[src/include/sync_seg_params.svh]
`ifndef SYNC_SEG_PARAMS_SVH
`define SYNC_SEG_PARAMS_SVH

// Register indices; byte address is four times the index
`define IDX_SYS_SYNC_CTRL    14'h0230
`define IDX_UPDATE_STROBE    14'h0232
`define IDX_CTRL_STATUS      14'h0234
`define IDX_SEG_FIRST        14'h0a00
`define IDX_SEG_LAST         14'h0a16

// Fields of the system sync control register
`define BIT_RUNT_DISABLE     3
`define BIT_SYNC_PWRDN       2
`define BIT_DIST_REF_PWRDN   1
`define BIT_SOFT_SYNC        0
`define SYS_SYNC_RESET       4'h0

// Update strobe field
`define BIT_UPDATE           0

// Segment list layout
`define SEG_DEPTH            23
`define SEG_OP_FLAG_BIT      7
`define SEG_OP_APPLY         8'h80
`define SEG_OP_END           8'hff
`define SEG_FILL             8'h00

`endif

[src/include/sync_seg_pkg.sv]
package sync_seg_pkg;

  typedef logic [7:0] byte_t;

  typedef logic [4:0] seg_idx_t;

  typedef enum logic [2:0] {
    ENTRY_SEGMENT = 3'h1,
    ENTRY_APPLY   = 3'h2,
    ENTRY_END     = 3'h4
  } entry_kind_t;

endpackage : sync_seg_pkg

[src/core/sync_update_segment_control.sv]
// Summary of operation
// Control bit 3 clear enables runt suppression, set disables it.
// Control bit 2 set powers down the output alignment circuitry.
// Control bit 1 set powers down the distribution reference.
// Soft alignment bit high holds selected outputs in static state.
// Soft alignment bit falling from one launches an alignment event.
// Soft alignment bit behaves as the inverse of the alignment pin.
// Host writes one to update bit; buffers copy into active copies.
// Copy happens on the clock edge following the update write.
// Update bit clears itself after the copy is done.
// Segment list holds start addresses and byte counts for memory.
// Segment list may hold apply-settings and end-of-list opcodes.
// Reset list saves and restores all registers, then applies.
// Buffered writes act only after update or apply-settings copy.
//
// The APB interface to the registers is this design's own decision.
`timescale 1ns/1ns
`include "sync_seg_params.svh"

module sync_update_segment_control
#(
  parameter int ADDR_W = 16
)
(
  input  wire logic                  i_core_clk,
  input  wire logic                  i_reset_n,
  input  wire logic                  i_psel,
  input  wire logic                  i_penable,
  input  wire logic                  i_pwrite,
  input  wire logic [ADDR_W-1:0]     i_paddr,
  input  wire logic [31:0]           i_pwdata,
  output logic [31:0]                o_prdata,
  output logic                       o_pready,
  output logic                       o_pslverr,
  input  wire logic                  i_sync_pin_n,
  input  wire logic                  i_apply_settings,
  input  wire sync_seg_pkg::seg_idx_t i_seg_ctl_idx,
  output sync_seg_pkg::byte_t        o_seg_ctl_data,
  output sync_seg_pkg::entry_kind_t  o_seg_ctl_kind,
  output logic                       o_runt_suppress_en,
  output logic                       o_sync_power_down,
  output logic                       o_dist_ref_power_down,
  output logic                       o_sync_force_static,
  output logic                       o_sync_event,
  output logic                       o_update_all
);

  logic [3:0]              sys_buf_ff;
  logic [3:0]              sys_act_ff;
  logic                    update_ff;
  logic                    copy_ff;
  logic [31:0]             prdata_ff;
  logic                    pslverr_ff;
  logic                    access;
  logic                    wr_access;
  logic                    rd_access;
  logic                    aligned;
  logic [ADDR_W-3:0]       reg_idx;
  logic                    hit_sys;
  logic                    hit_upd;
  logic                    hit_stat;
  logic                    hit_seg;
  logic                    mapped;
  logic                    copy_now;
  logic [3:0]              nxt_sys_act;
  logic [31:0]             nxt_prdata;
  sync_seg_pkg::seg_idx_t  seg_idx;
  sync_seg_pkg::byte_t     seg_rd_data;
  logic                    pin_level;
  logic                    update_req;
  logic                    sys_wr_en;
  logic                    seg_wr_en;
  logic [5:0]              status_word;
  logic                    runt_en_ff;
  logic                    sync_pd_ff;
  logic                    ref_pd_ff;
  sync_seg_pkg::byte_t     seg_ctl_raw;
  sync_seg_pkg::byte_t     seg_ctl_data_ff;
  sync_seg_pkg::entry_kind_t seg_ctl_kind_ff;

  // Reset image of the control register, for per-bit reset values
  localparam logic [3:0] SYS_RST = `SYS_SYNC_RESET;

  // Index of an aligned word address
  function automatic logic [ADDR_W-3:0] word_index(
    input logic [ADDR_W-1:0] addr);
    word_index = addr[ADDR_W-1:2];
  endfunction : word_index

  // Aligned hit on one register index
  function automatic logic hits_index(
    input logic [ADDR_W-1:0] addr,
    input logic [13:0]       idx);
    hits_index = (addr[1:0] == 2'h0) && (14'(word_index(addr)) == idx);
  endfunction : hits_index

  // Decode of an opcode or data byte of the list
  function automatic sync_seg_pkg::entry_kind_t classify(
    input sync_seg_pkg::byte_t data);
    if (data == `SEG_OP_END)
      classify = sync_seg_pkg::ENTRY_END;
    else if (data == `SEG_OP_APPLY)
      classify = sync_seg_pkg::ENTRY_APPLY;
    else
      classify = sync_seg_pkg::ENTRY_SEGMENT;
  endfunction : classify

  // APB phase qualifiers
  always_comb
  begin
    access    = i_psel & i_penable;
    wr_access = access & i_pwrite;
    rd_access = access & ~i_pwrite;
  end

  // Register address decode
  always_comb
  begin
    aligned   = (i_paddr[1:0] == 2'h0);
    reg_idx   = word_index(i_paddr);
    hit_sys   = hits_index(i_paddr, `IDX_SYS_SYNC_CTRL);
    hit_upd   = hits_index(i_paddr, `IDX_UPDATE_STROBE);
    hit_stat  = hits_index(i_paddr, `IDX_CTRL_STATUS);
    hit_seg   = aligned && (14'(reg_idx) >= `IDX_SEG_FIRST)
                        && (14'(reg_idx) <= `IDX_SEG_LAST);
    mapped    = hit_sys | hit_upd | hit_stat | hit_seg;
    seg_idx   = 5'(14'(reg_idx) - `IDX_SEG_FIRST);
  end

  assign o_pready = 1'b1;

  // Write enables of the writable targets
  assign update_req = wr_access & hit_upd & i_pwdata[`BIT_UPDATE];
  assign sys_wr_en  = wr_access & hit_sys;
  assign seg_wr_en  = wr_access & hit_seg;

  // Buffer copy of the control register
  always_ff @(posedge i_core_clk or negedge i_reset_n)
  begin
    if (!i_reset_n)
      sys_buf_ff <= `SYS_SYNC_RESET;
    else if (sys_wr_en)
      sys_buf_ff <= i_pwdata[3:0];
  end

  // host write requests copy
  // bit clears after copy
  always_ff @(posedge i_core_clk or negedge i_reset_n)
  begin
    if (!i_reset_n)
      update_ff <= 1'b0;
    // Set wins over the self-clear
    else if (update_req)
      update_ff <= 1'b1;
    else if (update_ff)
      update_ff <= 1'b0;
  end

  // apply-settings also copies
  assign copy_now = update_ff | i_apply_settings;

  // copy on following edge
  always_comb
  begin
    nxt_sys_act = copy_now ? sys_buf_ff : sys_act_ff;
  end

  // active only via copy
  always_ff @(posedge i_core_clk or negedge i_reset_n)
  begin
    if (!i_reset_n)
      sys_act_ff <= `SYS_SYNC_RESET;
    else
      sys_act_ff <= nxt_sys_act;
  end

  // Strobe to other buffered blocks, same edge as local copy
  always_ff @(posedge i_core_clk or negedge i_reset_n)
  begin
    if (!i_reset_n)
      copy_ff <= 1'b0;
    else
      copy_ff <= copy_now;
  end

  // Status: synced pin, pending update, active copy
  always_comb
  begin
    status_word = {pin_level, update_ff, sys_act_ff};
  end

  // Read data mux
  always_comb
  begin
    nxt_prdata = 32'h0000_0000;
    if (hit_sys)
      nxt_prdata[3:0] = sys_buf_ff;
    else if (hit_upd)
      nxt_prdata[`BIT_UPDATE] = update_ff;
    else if (hit_stat)
      nxt_prdata[5:0] = status_word;
    else if (hit_seg)
      nxt_prdata[7:0] = seg_rd_data;
  end

  // Registered answer, latched in setup, shown in access
  always_ff @(posedge i_core_clk or negedge i_reset_n)
  begin
    if (!i_reset_n)
      prdata_ff <= 32'h0000_0000;
    else if (i_psel && !i_penable)
      prdata_ff <= i_pwrite ? 32'h0000_0000 : nxt_prdata;
  end

  // Refused: unmapped, misaligned, or a write to status
  always_ff @(posedge i_core_clk or negedge i_reset_n)
  begin
    if (!i_reset_n)
      pslverr_ff <= 1'b0;
    else if (i_psel && !i_penable)
      pslverr_ff <= ~mapped | (i_pwrite & hit_stat);
  end

  assign o_prdata  = (rd_access) ? prdata_ff : 32'h0000_0000;
  assign o_pslverr = access & pslverr_ff;

  // segment storage
  // reset defaults inside
  seg_list_mem #(
    .DEPTH (`SEG_DEPTH)
  ) u_seg_list (
    .i_core_clk (i_core_clk),
    .i_reset_n  (i_reset_n),
    .i_wr_en    (seg_wr_en),
    .i_wr_idx   (seg_idx),
    .i_wr_data  (i_pwdata[7:0]),
    .i_rd_idx   (seg_idx),
    .o_rd_data  (seg_rd_data),
    .i_ctl_idx  (i_seg_ctl_idx),
    .o_ctl_data (seg_ctl_raw)
  );

  // Controller view from flops, one cycle behind its index
  always_ff @(posedge i_core_clk or negedge i_reset_n)
  begin
    if (!i_reset_n)
    begin
      seg_ctl_data_ff <= `SEG_FILL;
      seg_ctl_kind_ff <= sync_seg_pkg::ENTRY_SEGMENT;
    end
    else
    begin
      seg_ctl_data_ff <= seg_ctl_raw;
      // opcode decode for controller
      seg_ctl_kind_ff <= classify(seg_ctl_raw);
    end
  end

  assign o_seg_ctl_data = seg_ctl_data_ff;
  assign o_seg_ctl_kind = seg_ctl_kind_ff;

  // static hold and events
  // falling soft bit event
  sync_edge_detect u_sync (
    .i_core_clk     (i_core_clk),
    .i_reset_n      (i_reset_n),
    .i_sync_pin_n   (i_sync_pin_n),
    .i_soft_sync    (sys_act_ff[`BIT_SOFT_SYNC]),
    .i_power_down   (sys_act_ff[`BIT_SYNC_PWRDN]),
    .o_pin_level    (pin_level),
    .o_force_static (o_sync_force_static),
    .o_sync_event   (o_sync_event)
  );

  // clear enables suppression
  always_ff @(posedge i_core_clk or negedge i_reset_n)
  begin
    if (!i_reset_n)
      runt_en_ff <= ~SYS_RST[`BIT_RUNT_DISABLE];
    else
      runt_en_ff <= ~nxt_sys_act[`BIT_RUNT_DISABLE];
  end

  // alignment power down
  always_ff @(posedge i_core_clk or negedge i_reset_n)
  begin
    if (!i_reset_n)
      sync_pd_ff <= SYS_RST[`BIT_SYNC_PWRDN];
    else
      sync_pd_ff <= nxt_sys_act[`BIT_SYNC_PWRDN];
  end

  // reference power down
  always_ff @(posedge i_core_clk or negedge i_reset_n)
  begin
    if (!i_reset_n)
      ref_pd_ff <= SYS_RST[`BIT_DIST_REF_PWRDN];
    else
      ref_pd_ff <= nxt_sys_act[`BIT_DIST_REF_PWRDN];
  end

  assign o_runt_suppress_en    = runt_en_ff;
  assign o_sync_power_down     = sync_pd_ff;
  assign o_dist_ref_power_down = ref_pd_ff;
  assign o_update_all          = copy_ff;

endmodule : sync_update_segment_control

[src/core/sync_edge_detect.sv]
`timescale 1ns/1ns
`include "sync_seg_params.svh"

module sync_edge_detect
(
  input  wire logic i_core_clk,
  input  wire logic i_reset_n,
  input  wire logic i_sync_pin_n,
  input  wire logic i_soft_sync,
  input  wire logic i_power_down,
  output logic      o_pin_level,
  output logic      o_force_static,
  output logic      o_sync_event
);

  logic meta_ff;
  logic pin_ff;
  logic pin_prev_ff;
  logic soft_prev_ff;
  logic force_ff;
  logic event_ff;
  logic nxt_force;
  logic nxt_event;

  // Two-stage synchroniser, pin idles high
  always_ff @(posedge i_core_clk or negedge i_reset_n)
  begin
    if (!i_reset_n)
    begin
      meta_ff <= 1'b1;
      pin_ff  <= 1'b1;
    end
    else
    begin
      meta_ff <= i_sync_pin_n;
      pin_ff  <= meta_ff;
    end
  end

  always_ff @(posedge i_core_clk or negedge i_reset_n)
  begin
    if (!i_reset_n)
    begin
      pin_prev_ff  <= 1'b1;
      soft_prev_ff <= 1'b0;
    end
    else
    begin
      pin_prev_ff  <= pin_ff;
      soft_prev_ff <= i_soft_sync;
    end
  end

  always_comb
  begin
    // bit inverse of pin
    // hold static state
    nxt_force = ~i_power_down & (i_soft_sync | ~pin_ff);
    // falling bit launches
    nxt_event = ~i_power_down & ((soft_prev_ff & ~i_soft_sync)
                               | (~pin_prev_ff & pin_ff));
  end

  // powered down, no alignment
  always_ff @(posedge i_core_clk or negedge i_reset_n)
  begin
    if (!i_reset_n)
    begin
      force_ff <= 1'b0;
      event_ff <= 1'b0;
    end
    else
    begin
      force_ff <= nxt_force;
      event_ff <= nxt_event;
    end
  end

  assign o_pin_level    = pin_ff;
  assign o_force_static = force_ff;
  assign o_sync_event   = event_ff;

endmodule : sync_edge_detect

[src/core/seg_list_mem.sv]
`timescale 1ns/1ns
`include "sync_seg_params.svh"

module seg_list_mem
#(
  parameter int DEPTH = `SEG_DEPTH
)
(
  input  wire logic                 i_core_clk,
  input  wire logic                 i_reset_n,
  input  wire logic                 i_wr_en,
  input  wire sync_seg_pkg::seg_idx_t i_wr_idx,
  input  wire sync_seg_pkg::byte_t  i_wr_data,
  input  wire sync_seg_pkg::seg_idx_t i_rd_idx,
  output sync_seg_pkg::byte_t       o_rd_data,
  input  wire sync_seg_pkg::seg_idx_t i_ctl_idx,
  output sync_seg_pkg::byte_t       o_ctl_data
);

  sync_seg_pkg::byte_t list_ff [DEPTH];

  // Default list: five segments of {count-1, addr hi, addr lo}
  // spanning addresses 0x0000 to 0x0233, then apply-settings, then end marker
  function automatic sync_seg_pkg::byte_t default_entry(input int idx);
    case (idx)
      0:       default_entry = 8'h7f;
      1:       default_entry = 8'h00;
      2:       default_entry = 8'h00;
      3:       default_entry = 8'h7f;
      4:       default_entry = 8'h00;
      5:       default_entry = 8'h80;
      6:       default_entry = 8'h7f;
      7:       default_entry = 8'h01;
      8:       default_entry = 8'h00;
      9:       default_entry = 8'h7f;
      10:      default_entry = 8'h01;
      11:      default_entry = 8'h80;
      12:      default_entry = 8'h33;
      13:      default_entry = 8'h02;
      14:      default_entry = 8'h00;
      15:      default_entry = `SEG_OP_APPLY;
      16:      default_entry = `SEG_OP_END;
      default: default_entry = `SEG_FILL;
    endcase
  endfunction : default_entry

  // reset list saves all
  always_ff @(posedge i_core_clk or negedge i_reset_n)
  begin
    if (!i_reset_n)
    begin
      for (int i = 0; i < DEPTH; i++)
        list_ff[i] <= default_entry(i);
    end
    else if (i_wr_en && (int'(i_wr_idx) < DEPTH))
    begin
      // host edits segments
      list_ff[i_wr_idx] <= i_wr_data;
    end
  end

  assign o_rd_data  = (int'(i_rd_idx) < DEPTH) ? list_ff[i_rd_idx] : 8'h00;
  assign o_ctl_data = (int'(i_ctl_idx) < DEPTH) ? list_ff[i_ctl_idx]
                                                : `SEG_OP_END;

endmodule : seg_list_mem

[config.mk]
export PLATFORM = sky130hd
export DESIGN_NAME = sync_update_segment_control
export DESIGN_NICKNAME = d
export VERILOG_FILES = /design/src/include/sync_seg_pkg.sv /design/src/core/sync_update_segment_control.sv /design/src/core/sync_edge_detect.sv /design/src/core/seg_list_mem.sv
export VERILOG_INCLUDE_DIRS = /design/src /design/src/include
export SDC_FILE = /design/constraint.sdc
export NUM_CORES = 1
export LEC_CHECK = 0
export BUFFER_PORTS_ARGS = -buffer_cell sky130_fd_sc_hd__buf_2
export CORE_MARGIN = 1
export CORE_UTILIZATION = 40
export CTS_BUF_LIST = sky130_fd_sc_hd__clkbuf_4 sky130_fd_sc_hd__clkbuf_8 sky130_fd_sc_hd__clkbuf_16
export CTS_CLUSTER_DIAMETER = 120
export DETAILED_ROUTE_END_ITERATION = 16
export PLACE_DENSITY = 0.56
export SYNTH_ARGS = -nofsm -noshare
export SYNTH_HDL_FRONTEND = slang
export SYNTH_SLANG_ARGS = --single-unit
[constraint.sdc]
create_clock -name i_core_clk -period 4.96 [get_ports i_core_clk]
set_input_delay 0.992 -clock i_core_clk [delete_from_list [all_inputs] [get_ports i_core_clk]]
set_output_delay 0.992 -clock i_core_clk [all_outputs]
set_load 0.01 [all_outputs]
**Word-level counts from Yosys, hierarchy flattened**

Cells that the tools add are included.

- Logic and storage cells: 117
- Input port bits: 60
- Output and inout bits: 51
- Flip-flop bits (word level): 247

- Reduce and logical (&&, ||, !) cells: 10
- Add/subtract/negate cells: 1
- Muxes and demuxes: 24
- Eq/ne operators: 5
- Bitwise operators: 29
- Order comparisons: 7

Operator list:

| operator | number |
|---|---|
| $bwmux 184 | 1 |
| $bmux 8 s5 | 2 |
| $mux 8 | 9 |
| $eq 14x10->1 const B | 3 |
| $demux 8 s5 | 1 |
| $mux 32 | 1 |
| $eq 8x8->1 const B | 2 |
| $ge 14x12->1 const B | 1 |
| $le 14x12->1 const B | 1 |
| $and 1x1->1 | 13 |
| $ge 6x6->1 const B | 2 |
| $mux 4 | 3 |
| $not 5->6 | 2 |
| $lt 5x5->1 const B | 2 |
| $logic_and 1x1->1 | 8 |
| $mux 7 | 1 |
| $not 1->1 | 7 |
| $or 1x1->1 | 7 |
| $lt 6x1->1 const B | 1 |
| $mux 6 | 1 |
| $sub 5x1->5 const B | 1 |
| $mux 2 | 2 |
| $mux 3 | 1 |
| $logic_not 2->1 | 1 |
| other kinds (2) | 3 |

**Longest topological paths before layout**

Gate-level depths: netlist (run 1).

- Depth in word-level cells: 11
- Gate-level depth with buffers: 10

**Modules after synthesis**

A second synthesis (run 1) with hierarchy kept.

- Cells, all modules: 862
- Area total of the unflattened synthesis: 11920.2 sq um

Modules (own cells, without submodules):

| module | seq. area each (sq um) | area an instance (sq um) | times used | cells each |
|---|---|---|---|---|
| seg_list_mem | 4662.0 | 10152.2 | 1 | 707 |
| sync_update_segment_control | 778.2 | 1576.5 | 1 | 144 |
| sync_edge_detect | 153.9 | 191.4 | 1 | 11 |

**Worst setup path after synthesis (run 1)**

No wires, ideal clock.

- Path kind: input port to flip-flop
- Start point: input port i_paddr[9]
- End point: register u_seg_list.list_ff[82] in the netlist's numbering
- Setup time: 125 ps
- Stages on the path: 9
- Path slack: 1627 ps
- Data arrival time: 3208 ps
- Cells stage by stage: nor4_1 > nand4b_1 > or4b_4 > or3_1 > buf_2 > nor3_2 > and2_1 > buf_2 > mux2_2

- Cells in the longest elaborated chain, start to end: 5

Ends and longest elaborated chain:

| item | RTL line | source |
|---|---|---|
| from (decl) | sync_update_segment_control.sv:30 | `input wire logic [ADDR_W-1:0] i_paddr,` |
| $ge 14x12->1 (no line) | n/a |  |
| $logic_and 1x1->1 | sync_update_segment_control.sv:124 | `` hit_seg = aligned && (14'(reg_idx) >= `IDX_SEG_FIRST) `` |
| $logic_and 1x1->1 (*) | sync_update_segment_control.sv:124 |  |
| $and 1x1->1 (*) | sync_update_segment_control.sv:135 | `assign seg_wr_en = wr_access & hit_seg;` |
| $logic_and 1x1->1 (*) | seg_list_mem.sv:55 | `else if (i_wr_en && (int'(i_wr_idx) < DEPTH))` |
| to (signal, indexed assignment) | seg_list_mem.sv:53 | `list_ff[i] <= default_entry(i);` |
| to (signal, indexed assignment) | seg_list_mem.sv:58 | `list_ff[i_wr_idx] <= i_wr_data;` |
| to (decl) | seg_list_mem.sv:20 | `sync_seg_pkg::byte_t list_ff [DEPTH];` |

Every way passes the cells marked *; elsewhere a longest branch is shown, timed or not.
A chain may end at the register's enable or synchronous reset.

**Final worst setup path (run 1)**

- Start point: input port i_paddr[5]
- End point: register u_seg_list.list_ff[111] in the netlist's numbering

- Cells in the longest elaborated chain, start to end: 7

Ends and longest elaborated chain:

| item | RTL line |
|---|---|
| $sub 5x1->5 (no line) | n/a |
| $not 5->6 (not written as such) | seg_list_mem.sv:58 |
| $ge 6x6->1 (not written as such) / $lt 6x1->1 (equally long branches) | seg_list_mem.sv:58 |
| $logic_and 1x1->1 (not written as such) | seg_list_mem.sv:58 |
| $mux 8 (not written as such) | seg_list_mem.sv:58 |
| $demux 8 s5 | seg_list_mem.sv:58 |
| $bwmux 184 | seg_list_mem.sv:58 |

Parallel ways exist; a longest one is shown, timed or not.

==> run_results.csv, run 1 <==
group,metric,value,unit
critical_path,critPathMaxFanout,20,
critical_path,worst_path_largest_cell_delay,0.56,ns
clock_network,htreeDepth,1,
hold_path,hold_start,"u_sync.meta_ff",
clock_network,cts_resized,0,
clock_network,clock-sinks,221,
placed_design,place_ws,0.7115,ns
hold_path,min_to,"u_sync.o_pin_level",
die,core,28780,µm²
power_and_ir_drop,leakage,6.018,nW
synthesis,synth_top_cell_by_area,"dfrtp_1",
synthesis,synthCells,847,
drt,wl_met2,14.67,mm
drt,via_count,7391,
global_route,antenna_found_initial,1,
sta,rsz0062_at_grt,"no",
synthesis,syn_area_per_cell,13.84,µm²
drt,drc,0,
sta,worst_clock_skew,0.01567,ns
synthesis,synth-async-reset-ratio,100.0,%
critical_path,worstSetupPathType,"input port to flip-flop",
die,row_count,62,
cells_and_area,instances_no_fill,1295,
drt,wl_met3,1.280,mm
synthesis,synth_area,11720,µm²
power_and_ir_drop,combPwrFrac,6.4,%
clock_network,post_cts_buffers,0,
sta,timing.fmax,273.0,MHz
power_and_ir_drop,seqPwrFrac,46.4,%
clock_network,clk_latency,0.53,ns
cells_and_area,drive_gt1_share,51.32,%
synthesis,synth_cell_types,52,
sta,setup_viol,0,
critical_path,r2r-start,"u_seg_list.list_ff[72]",
power_and_ir_drop,p_clk_share,47.3,%
synthesis,yosysTopAreaCellShare,36.29,%
critical_path,crit_slowest_cell,"or4b_4",
critical_path,cp_cell_sequence,"buf_2, a31oi_1, nor2_1, or4b_4, or3_1, nor2b_1, buf_4, nand2_1, mux2_2",
global_route,grt_pass1_vias,7444,
hold_path,hold_depth,0,
cells_and_area,multi_input_area,5743,µm²
drt,top_layer,"met5",
die,chipWidth,173.2,µm
drt,drtAntennaViolNets,0,
critical_path,worstPathRequired,5.36,ns
critical_path,rr_worst_depth,7,
cells_and_area,utilization,45.80,%
clock_network,clock_path_buffers,3,
clock_network,clk_pin_slew,0.06,ns
synthesis,synth_flop_cell,"dfrtp_1",
sta,worst_slew_margin_rel,33.92,%
drt,dr.first_iter.drc_count,480,
cells_and_area,layout_commonest_cell,"mux2_2",
cells_and_area,fin_area,13180,µm²
placed_design,placed_area,12350,µm²
critical_path,path_depth,9,
synthesis,ys_ff_latch,221,
critical_path,r2r_end,"o_seg_ctl_kind[0]",
global_route,grt_max_degree,124,
cells_and_area,layout.nets,952,
sta,min_period,3.663,ns
critical_path,cp-end-kind,"flip-flop",
critical_path,cp_num_buf_inv,2,
synthesis,synth_seq_area_share,47.72,%
sta,worst_slack,1.297,ns
synthesis,synth_edf_count,0,
cells_and_area,fillCellCount,2561,
power_and_ir_drop,swShare,23.30,%
power_and_ir_drop,max-vdd-ir-drop,0.2197,mV
critical_path,crit_arrival,4.07,ns
clock_network,clockRootBuffer,"clkbuf_16",
global_route,grt_usage,20.65,%
die,io_pins,111,
placed_design,place_congestion,0.8123,
die,start_util,40.73,%
sta,worst_hold_slack,0.3529,ns
placed_design,place_inst,1250,
die,fp.dieH,173.2,µm
critical_path,crit_path_start_kind,"input port",
clock_network,holdBufCountCts,0,
placed_design,port_buffers,61,
clock_network,cts_tree,"built",
run,maxCapViolations,0,
status,status,"finished clean",
cells_and_area,layout_common_cells,"191 x mux2_2, 170 x dfrtp_1, 84 x mux4_2",
sta,maxSlewViolCount,0,
sta,setup_tns,0,ns
clock_network,cts-buffers-inserted,24,
sta,hold_viol_final,0,
power_and_ir_drop,finalPower,3.919,mW
sta,finalCritPeriodShare,73.85,%
critical_path,cp_top_family,"simple AND/OR/NAND/NOR gates",
placed_design,dp_hpwl,19.81,mm
hold_path,hp-class,"flip-flop to flip-flop",
power_and_ir_drop,p_int,3.006,mW
synthesis,yosys_warnings,0,
global_route,grt-ovfl-total,0,
drt,wl,30.21,mm
drt,drt-pass1-iter-count,4,
global_route,grt_pass1_wl,47.05,mm
synthesis,synthTopCellsByArea,"dfrtp_1 36%, mux2_2 18%, mux4_2 16%, dfstp_2 11%, mux2i_1 2.8%",
power_and_ir_drop,power.switching,0.9133,mW
drt,vias_per_cell,5.707,
cells_and_area,area_growth,12.43,%
critical_path,r2r_slack,2.57,ns
critical_path,crit_path_start,"i_paddr[5]",
sta,tightest_slew,0.9912,ns
die,die-area,29990,µm²
drt,wl_met1,13.46,mm
power_and_ir_drop,powerDensity,297.4,nW/µm²
cells_and_area,regArea,5594,µm²
drt,wl_per_cell,23.33,µm
==> layer usage <==
layer / global-route usage (%) / vias to the layer above
met4: 6.490 / 2
met2: 34.32 / 207
met5: 0 / -
met1: 28.04 / 3900
met3: 2.880 / 46
li1: - / 3236
==> cells by family (layout without fill, tap and decap cells) <==
kind of cell | Yosys count | count (layout) | synth area share, %
buf+inv | 98 | 138 | 4.077
mux | 308 | 308 | 37.30
compound gates | 83 | 83 | 4.792
other cells | 2 | 26 | 0.06406
simple gates | 135 | 135 | 6.041
flops | 221 | 221 | 47.72
==> how the worst max path moves through the flow <==
stage                                   end
floorplan            u_seg_list.list_ff[82]
global placement     u_seg_list.list_ff[86]
detailed placement   u_seg_list.list_ff[83]
CTS                  u_seg_list.list_ff[83]
global route        u_seg_list.list_ff[111]
finish              u_seg_list.list_ff[111]
==> synthesized netlist by cell type (3+ instances only) <==
cell,instances
nand2_1,37
a22o_1,9
o211ai_1,3
and3_1,3
mux4_2,84
buf_4,25
dfrtp_1,170
nor3_1,9
mux2_2,191
a211oi_1,10
and2_1,10
mux2i_1,33
buf_2,13
nand2_2,7
inv_1,13
clkbuf_1,36
a21oi_1,19
nor2b_1,6
dfstp_2,51
buf_1,10
nor3b_1,3
nand2b_1,6
a2bb2oi_1,5
a22oi_1,7
o22ai_1,7
nor4_1,4
nor2_1,35
o21ai_0,12
==> area by class of cell <==
cell class	count	area share [%]
multi-input cells	551	43.57
flip-flops and latches	221	42.44
clock buffers	38	5.867
well taps	384	3.645
repair buffers	80	3.607
clock inverters	6	0.4462
inverters	14	0.3987
diodes	1	0.01899
==> registers in the layout, summed over array words and instances (netlist names), 3 cells and up <==
| signal | cells |
|---|---|
| u_seg_list.list_ff | 184 |
| o_seg_ctl_data | 8 |
| prdata_ff | 8 |
| sys_act_ff | 4 |
| sys_buf_ff | 4 |
| o_seg_ctl_kind | 3 |
==> power by group through the flow <==
| stage | clock network [mW] | logic, mW | registers [mW] |
|---|---|---|---|
| floorplan | 0 | 0.148 | 1.85 |
| global placement | 0 | 0.256 | 1.85 |
| detailed placement | 0 | 0.255 | 1.85 |
| CTS | 1.89 | 0.255 | 1.82 |
| global route | 1.97 | 0.275 | 1.82 |
| finish | 1.85 | 0.250 | 1.82 |
Note: power is estimated with default switching activity, not from simulation.
==> run 2: changes to the inputs <==
- clock period: 4.96 -> 3.6 ns (I/O delays scaled with it)
==> run_results.csv, run 2 (synthesized netlist as in run 1, its figures left out) <==
group,metric,value,unit
status,status,"finished clean",
die,start_util,40.73,%
cells_and_area,fillCellCount,2576,
cells_and_area,regMostFlops,"u_seg_list.list_ff",
power_and_ir_drop,power.switching,1.272,mW
global_route,grt_pass1_wl,48.76,mm
cells_and_area,utilization,46.74,%
power_and_ir_drop,powerDensity,416.5,nW/µm²
drt,wl_per_cell,23.66,µm
critical_path,r2r-start,"u_seg_list.list_ff[76]",
clock_network,clock_path_buffers,3,
cells_and_area,area_growth,14.74,%
cells_and_area,largest_reg_flops,184,
cells_and_area,multi_input_area,5743,µm²
drt,via_count,7526,
run,maxCapViolations,0,
clock_network,clk_latency,0.53,ns
sta,setup_tns,0,ns
clock_network,cts-buffers-inserted,25,
critical_path,worstSetupPathType,"input port to flip-flop",
global_route,grt-ovfl-total,0,
sta,finalCritPeriodShare,81.42,%
power_and_ir_drop,combPwrFrac,6.5,%
clock_network,clk_pin_slew,0.06,ns
drt,drc,0,
critical_path,worstPathRequired,4.01,ns
critical_path,cp_cell_sequence,"buf_2, nor4_1, nand4b_1, or4b_4, or3_1, nor2b_1, buf_4, nand3_2, mux2_2",
critical_path,cp-end-kind,"flip-flop",
sta,worst_hold_slack,0.1820,ns
clock_network,cts_tree,"built",
sta,tightest_slew,0.8074,ns
clock_network,post_cts_buffers,0,
cells_and_area,layout_commonest_cell,"mux2_2",
drt,vias_per_cell,5.719,
sta,timing.fmax,341.2,MHz
power_and_ir_drop,finalPower,5.602,mW
placed_design,place_congestion,0.8395,
cells_and_area,drive_gt1_share,52.47,%
clock_network,clockRootBuffer,"clkbuf_16",
sta,hold_viol_final,0,
clock_network,cts_resized,0,
power_and_ir_drop,p_int,4.330,mW
global_route,grt_max_degree,84,
critical_path,crit_slowest_cell,"or4b_4",
drt,drt-pass1-iter-count,4,
power_and_ir_drop,leakage,6.161,nW
power_and_ir_drop,p_clk_share,48.8,%
critical_path,rr_worst_depth,6,
clock_network,clock-sinks,221,
die,chipWidth,173.2,µm
clock_network,holdBufCountCts,0,
sta,worst_slew_margin_rel,46.17,%
drt,drtAntennaViolNets,0,
global_route,grt_usage,21.46,%
critical_path,crit_path_start_kind,"input port",
sta,maxSlewViolCount,0,
cells_and_area,layout.nets,977,
sta,setup_viol,0,
die,row_count,62,
sta,worst_clock_skew,0.01077,ns
placed_design,port_buffers,61,
power_and_ir_drop,max-vdd-ir-drop,0.2725,mV
die,die-area,29990,µm²
critical_path,r2r_end,"o_seg_ctl_kind[0]",
critical_path,worst_path_largest_cell_delay,0.51,ns
critical_path,r2r_slack,1.31,ns
hold_path,hp-class,"input port to asynchronous set/reset pin",
cells_and_area,antennaDiodeCount,0,
sta,min_period,2.931,ns
drt,wl,31.14,mm
die,core,28780,µm²
clock_network,htreeDepth,1,
drt,dr.first_iter.drc_count,484,
cells_and_area,layout_common_cells,"191 x mux2_2, 170 x dfrtp_1, 84 x mux4_2",
power_and_ir_drop,seqPwrFrac,44.7,%
die,io_pins,111,
critical_path,critPathMaxFanout,8,
critical_path,crit_arrival,3.34,ns
cells_and_area,regArea,5594,µm²
power_and_ir_drop,swShare,22.70,%
placed_design,dp_hpwl,20.43,mm
sta,rsz0062_at_grt,"no",
global_route,antenna_found_initial,0,
global_route,grt_pass1_vias,7691,
die,fp.dieH,173.2,µm
==> run 2: layout make-up <==
class,count,area share (%)
sequential,221,41.59
clock buffer,33,5.237
clock inverter,9,1.265
tap,384,3.572
timing repair buffer,104,5.247
inverter,14,0.3907
multi-input combinational,551,42.70
==> run 2: critical path, delay by kind of cell <==
kind / cells / cell delay (ns)
buffers and inverters: 2 / 0.29
multiplexers: 1 / 0.37
AND/OR/NAND/NOR: 6 / 1.95
==> run 2: per-stage QoR <==
stage | std cells | instance area, µm² | setup WS (ns)
2_1_floorplan | 870 | 11810 | 0.5393
3_3_place_gp | 1274 | 12580 | 0.1857
3_5_place_dp | 1274 | 12580 | 0.1714
4_1_cts | 1316 | 13450 | 0.6856
5_1_grt | 1316 | 13450 | 0.5060
6_report | 1316 | 13450 | 0.6688
==> run 2: routing by layer <==
metal	wire, µm	part of all wire (%)	vias to the layer above	track usage, %
li1	-	-	3282	-
met1	13310	43	3983	28.64
met2	15340	49	221	36.24
met3	1848	5.9	40	3.914
met4	644	2.1	0	5.310
met5	0	0	-	0
==> run 2: worst max-delay path by stage <==
stage                              endpoint        from  slack [ns]
floorplan            u_seg_list.list_ff[82]  i_paddr[9]        0.54
CTS                 u_seg_list.list_ff[183]  i_paddr[9]        0.69
global route        u_seg_list.list_ff[183]  i_paddr[9]        0.51
finish               u_seg_list.list_ff[14]  i_paddr[9]        0.67
global placement    u_seg_list.list_ff[183]  i_paddr[9]        0.19
detailed placement   u_seg_list.list_ff[14]  i_paddr[9]        0.17
==> run 2: power by group through the flow <==
stage | clock network [mW] | registers, mW | logic (mW)
CTS | 2.79 | 2.50 | 0.368
global route | 2.89 | 2.50 | 0.395
global placement | 0 | 2.55 | 0.368
floorplan | 0 | 2.55 | 0.205
finish | 2.73 | 2.50 | 0.363
detailed placement | 0 | 2.55 | 0.368
==> run 3: changes to the inputs <==
- clock period: 3.6 -> 2.9 ns (I/O delays scaled with it)
==> run_results.csv, run 3 (synthesized netlist as in run 1, its figures left out) <==
group,metric,value,unit
status,status,"finished clean",
clock_network,cts-buffers-inserted,26,
clock_network,htreeDepth,1,
sta,setup_viol,0,
cells_and_area,area_growth,18.03,%
hold_path,hp-class,"input port to asynchronous set/reset pin",
drt,dr.first_iter.drc_count,448,
critical_path,r2r-start,"u_seg_list.list_ff[60]",
power_and_ir_drop,powerDensity,498.7,nW/µm²
placed_design,port_buffers,61,
placed_design,dp_hpwl,21.59,mm
clock_network,holdBufCountCts,0,
drt,drtAntennaViolNets,0,
critical_path,worstSetupPathType,"input port to flip-flop",
critical_path,rr_worst_depth,6,
cells_and_area,antennaDiodeCount,0,
drt,wl,31.72,mm
sta,hold_viol_final,0,
critical_path,worstPathRequired,3.31,ns
critical_path,worst_path_largest_cell_delay,0.51,ns
drt,drc,0,
clock_network,clock_path_buffers,3,
cells_and_area,instances_no_fill,1361,
global_route,grt_max_degree,69,
die,start_util,40.73,%
die,row_count,62,
clock_network,clockRootBuffer,"clkbuf_16",
die,core,28780,µm²
critical_path,r2r_end,"o_seg_ctl_kind[0]",
cells_and_area,regMostFlops,"u_seg_list.list_ff",
cells_and_area,layout.nets,1017,
drt,via_count,7671,
power_and_ir_drop,max-vdd-ir-drop,0.3851,mV
global_route,grt_pass1_wl,49.44,mm
critical_path,crit_path_start_kind,"input port",
sta,rsz0062_at_grt,"no",
global_route,grt-ovfl-total,0,
critical_path,cp_num_buf_inv,3,
clock_network,cts_resized,0,
run,maxCapViolations,0,
cells_and_area,drive_gt1_share,54.55,%
drt,drt-pass1-iter-count,5,
critical_path,cp_top_family,"simple AND/OR/NAND/NOR gates",
die,chipWidth,173.2,µm
placed_design,place_congestion,0.8550,
cells_and_area,largest_reg_flops,184,
die,io_pins,111,
sta,worst_slew_margin_rel,57.25,%
clock_network,post_cts_buffers,0,
clock_network,clk_pin_slew,0.06,ns
sta,min_period,2.682,ns
cells_and_area,layout_common_cells,"191 x mux2_2, 170 x dfrtp_1, 84 x mux4_2",
global_route,grt_usage,21.77,%
critical_path,crit_arrival,3.09,ns
sta,maxSlewViolCount,0,
critical_path,critPathMaxFanout,8,
sta,tightest_slew,0.6412,ns
drt,wl_per_cell,23.30,µm
drt,vias_per_cell,5.636,
cells_and_area,layout_commonest_cell,"mux2_2",
clock_network,clock-sinks,221,
sta,timing.fmax,372.9,MHz
clock_network,clk_latency,0.53,ns
global_route,grt_pass1_vias,7863,
sta,finalCritPeriodShare,92.47,%
placed_design,place_inst,1313,
sta,setup_tns,0,ns
critical_path,crit_slowest_cell,"or4b_4",
critical_path,cp_cell_sequence,"buf_2, nor4_1, nand4b_1, or4b_4, or3_1, buf_4, nor3_4, buf_12, nand2_2, mux2_2",
die,die-area,29990,µm²
critical_path,r2r_slack,0.62,ns
clock_network,cts_tree,"built",
power_and_ir_drop,leakage,6.384,nW
sta,worst_clock_skew,0.008041,ns
critical_path,cp-end-kind,"flip-flop",
global_route,antenna_found_initial,2,
die,fp.dieH,173.2,µm
[run 3: cell count changes in the layout (fill, tap and decap cells not counted), moves of 2 or more]
cell,previous run,this run
clkbuf_16,25,27
bufinv_16,5,1
clkinv_2,4,1
buf_4,40,72
clkbuf_4,5,14
buf_12,5,12
[run 3: area by class of cell]
cell class,instances,area (µm²)
inverters,14,52.55
multi-input cells,551,5743
fillers,2587,14940
clock buffers,45,835.8
repair buffers,143,1086
well taps,384,480.5
clock inverters,3,43.79
flip-flops and latches,221,5594
[run 3: worst max path at each step]
stage               startpoint                 endpoint  slack [ns]  cells after the start
floorplan           i_paddr[9]   u_seg_list.list_ff[82]        0.02                      9
global placement    i_paddr[9]  u_seg_list.list_ff[135]       -0.28                     10
detailed placement  i_paddr[9]  u_seg_list.list_ff[135]       -0.32                     10
CTS                 i_paddr[9]  u_seg_list.list_ff[135]        0.21                     10
global route        i_paddr[9]  u_seg_list.list_ff[135]        0.07                     10
finish              i_paddr[9]  u_seg_list.list_ff[135]        0.22                     10
[run 3: per-stage QoR]
stage                     power [mW]  area, µm²  setup slack, ns  hold WS (ns)  util, %
after floorplan                3.423      11820          0.01885        0.2844        -
after global placement         3.644      12960          -0.2832        0.3454    45.02
after detailed placement       3.644      12960          -0.3193        0.3556    45.02
after CTS                      6.980      13840           0.2132       0.01934    48.07
after global routing           7.146      13840          0.06963       0.03927    48.07
final                          6.901      13840           0.2184      0.008929    48.07
[run 3: where the power goes]
group / internal (mW) / switching [mW]
sequential: 3.10 / 0.00452
clock: 2.04 / 1.28
combinational: 0.156 / 0.318
total: 5.30 / 1.60
[run 3: layer usage]
layer	up-vias	GRT usage, %	part of all wire (%)
met3	69	3.188	4.8
met1	3998	29.95	44
li1	3367	-	-
met2	235	35.20	48
met4	2	7.743	3.4
met5	-	0	0.041
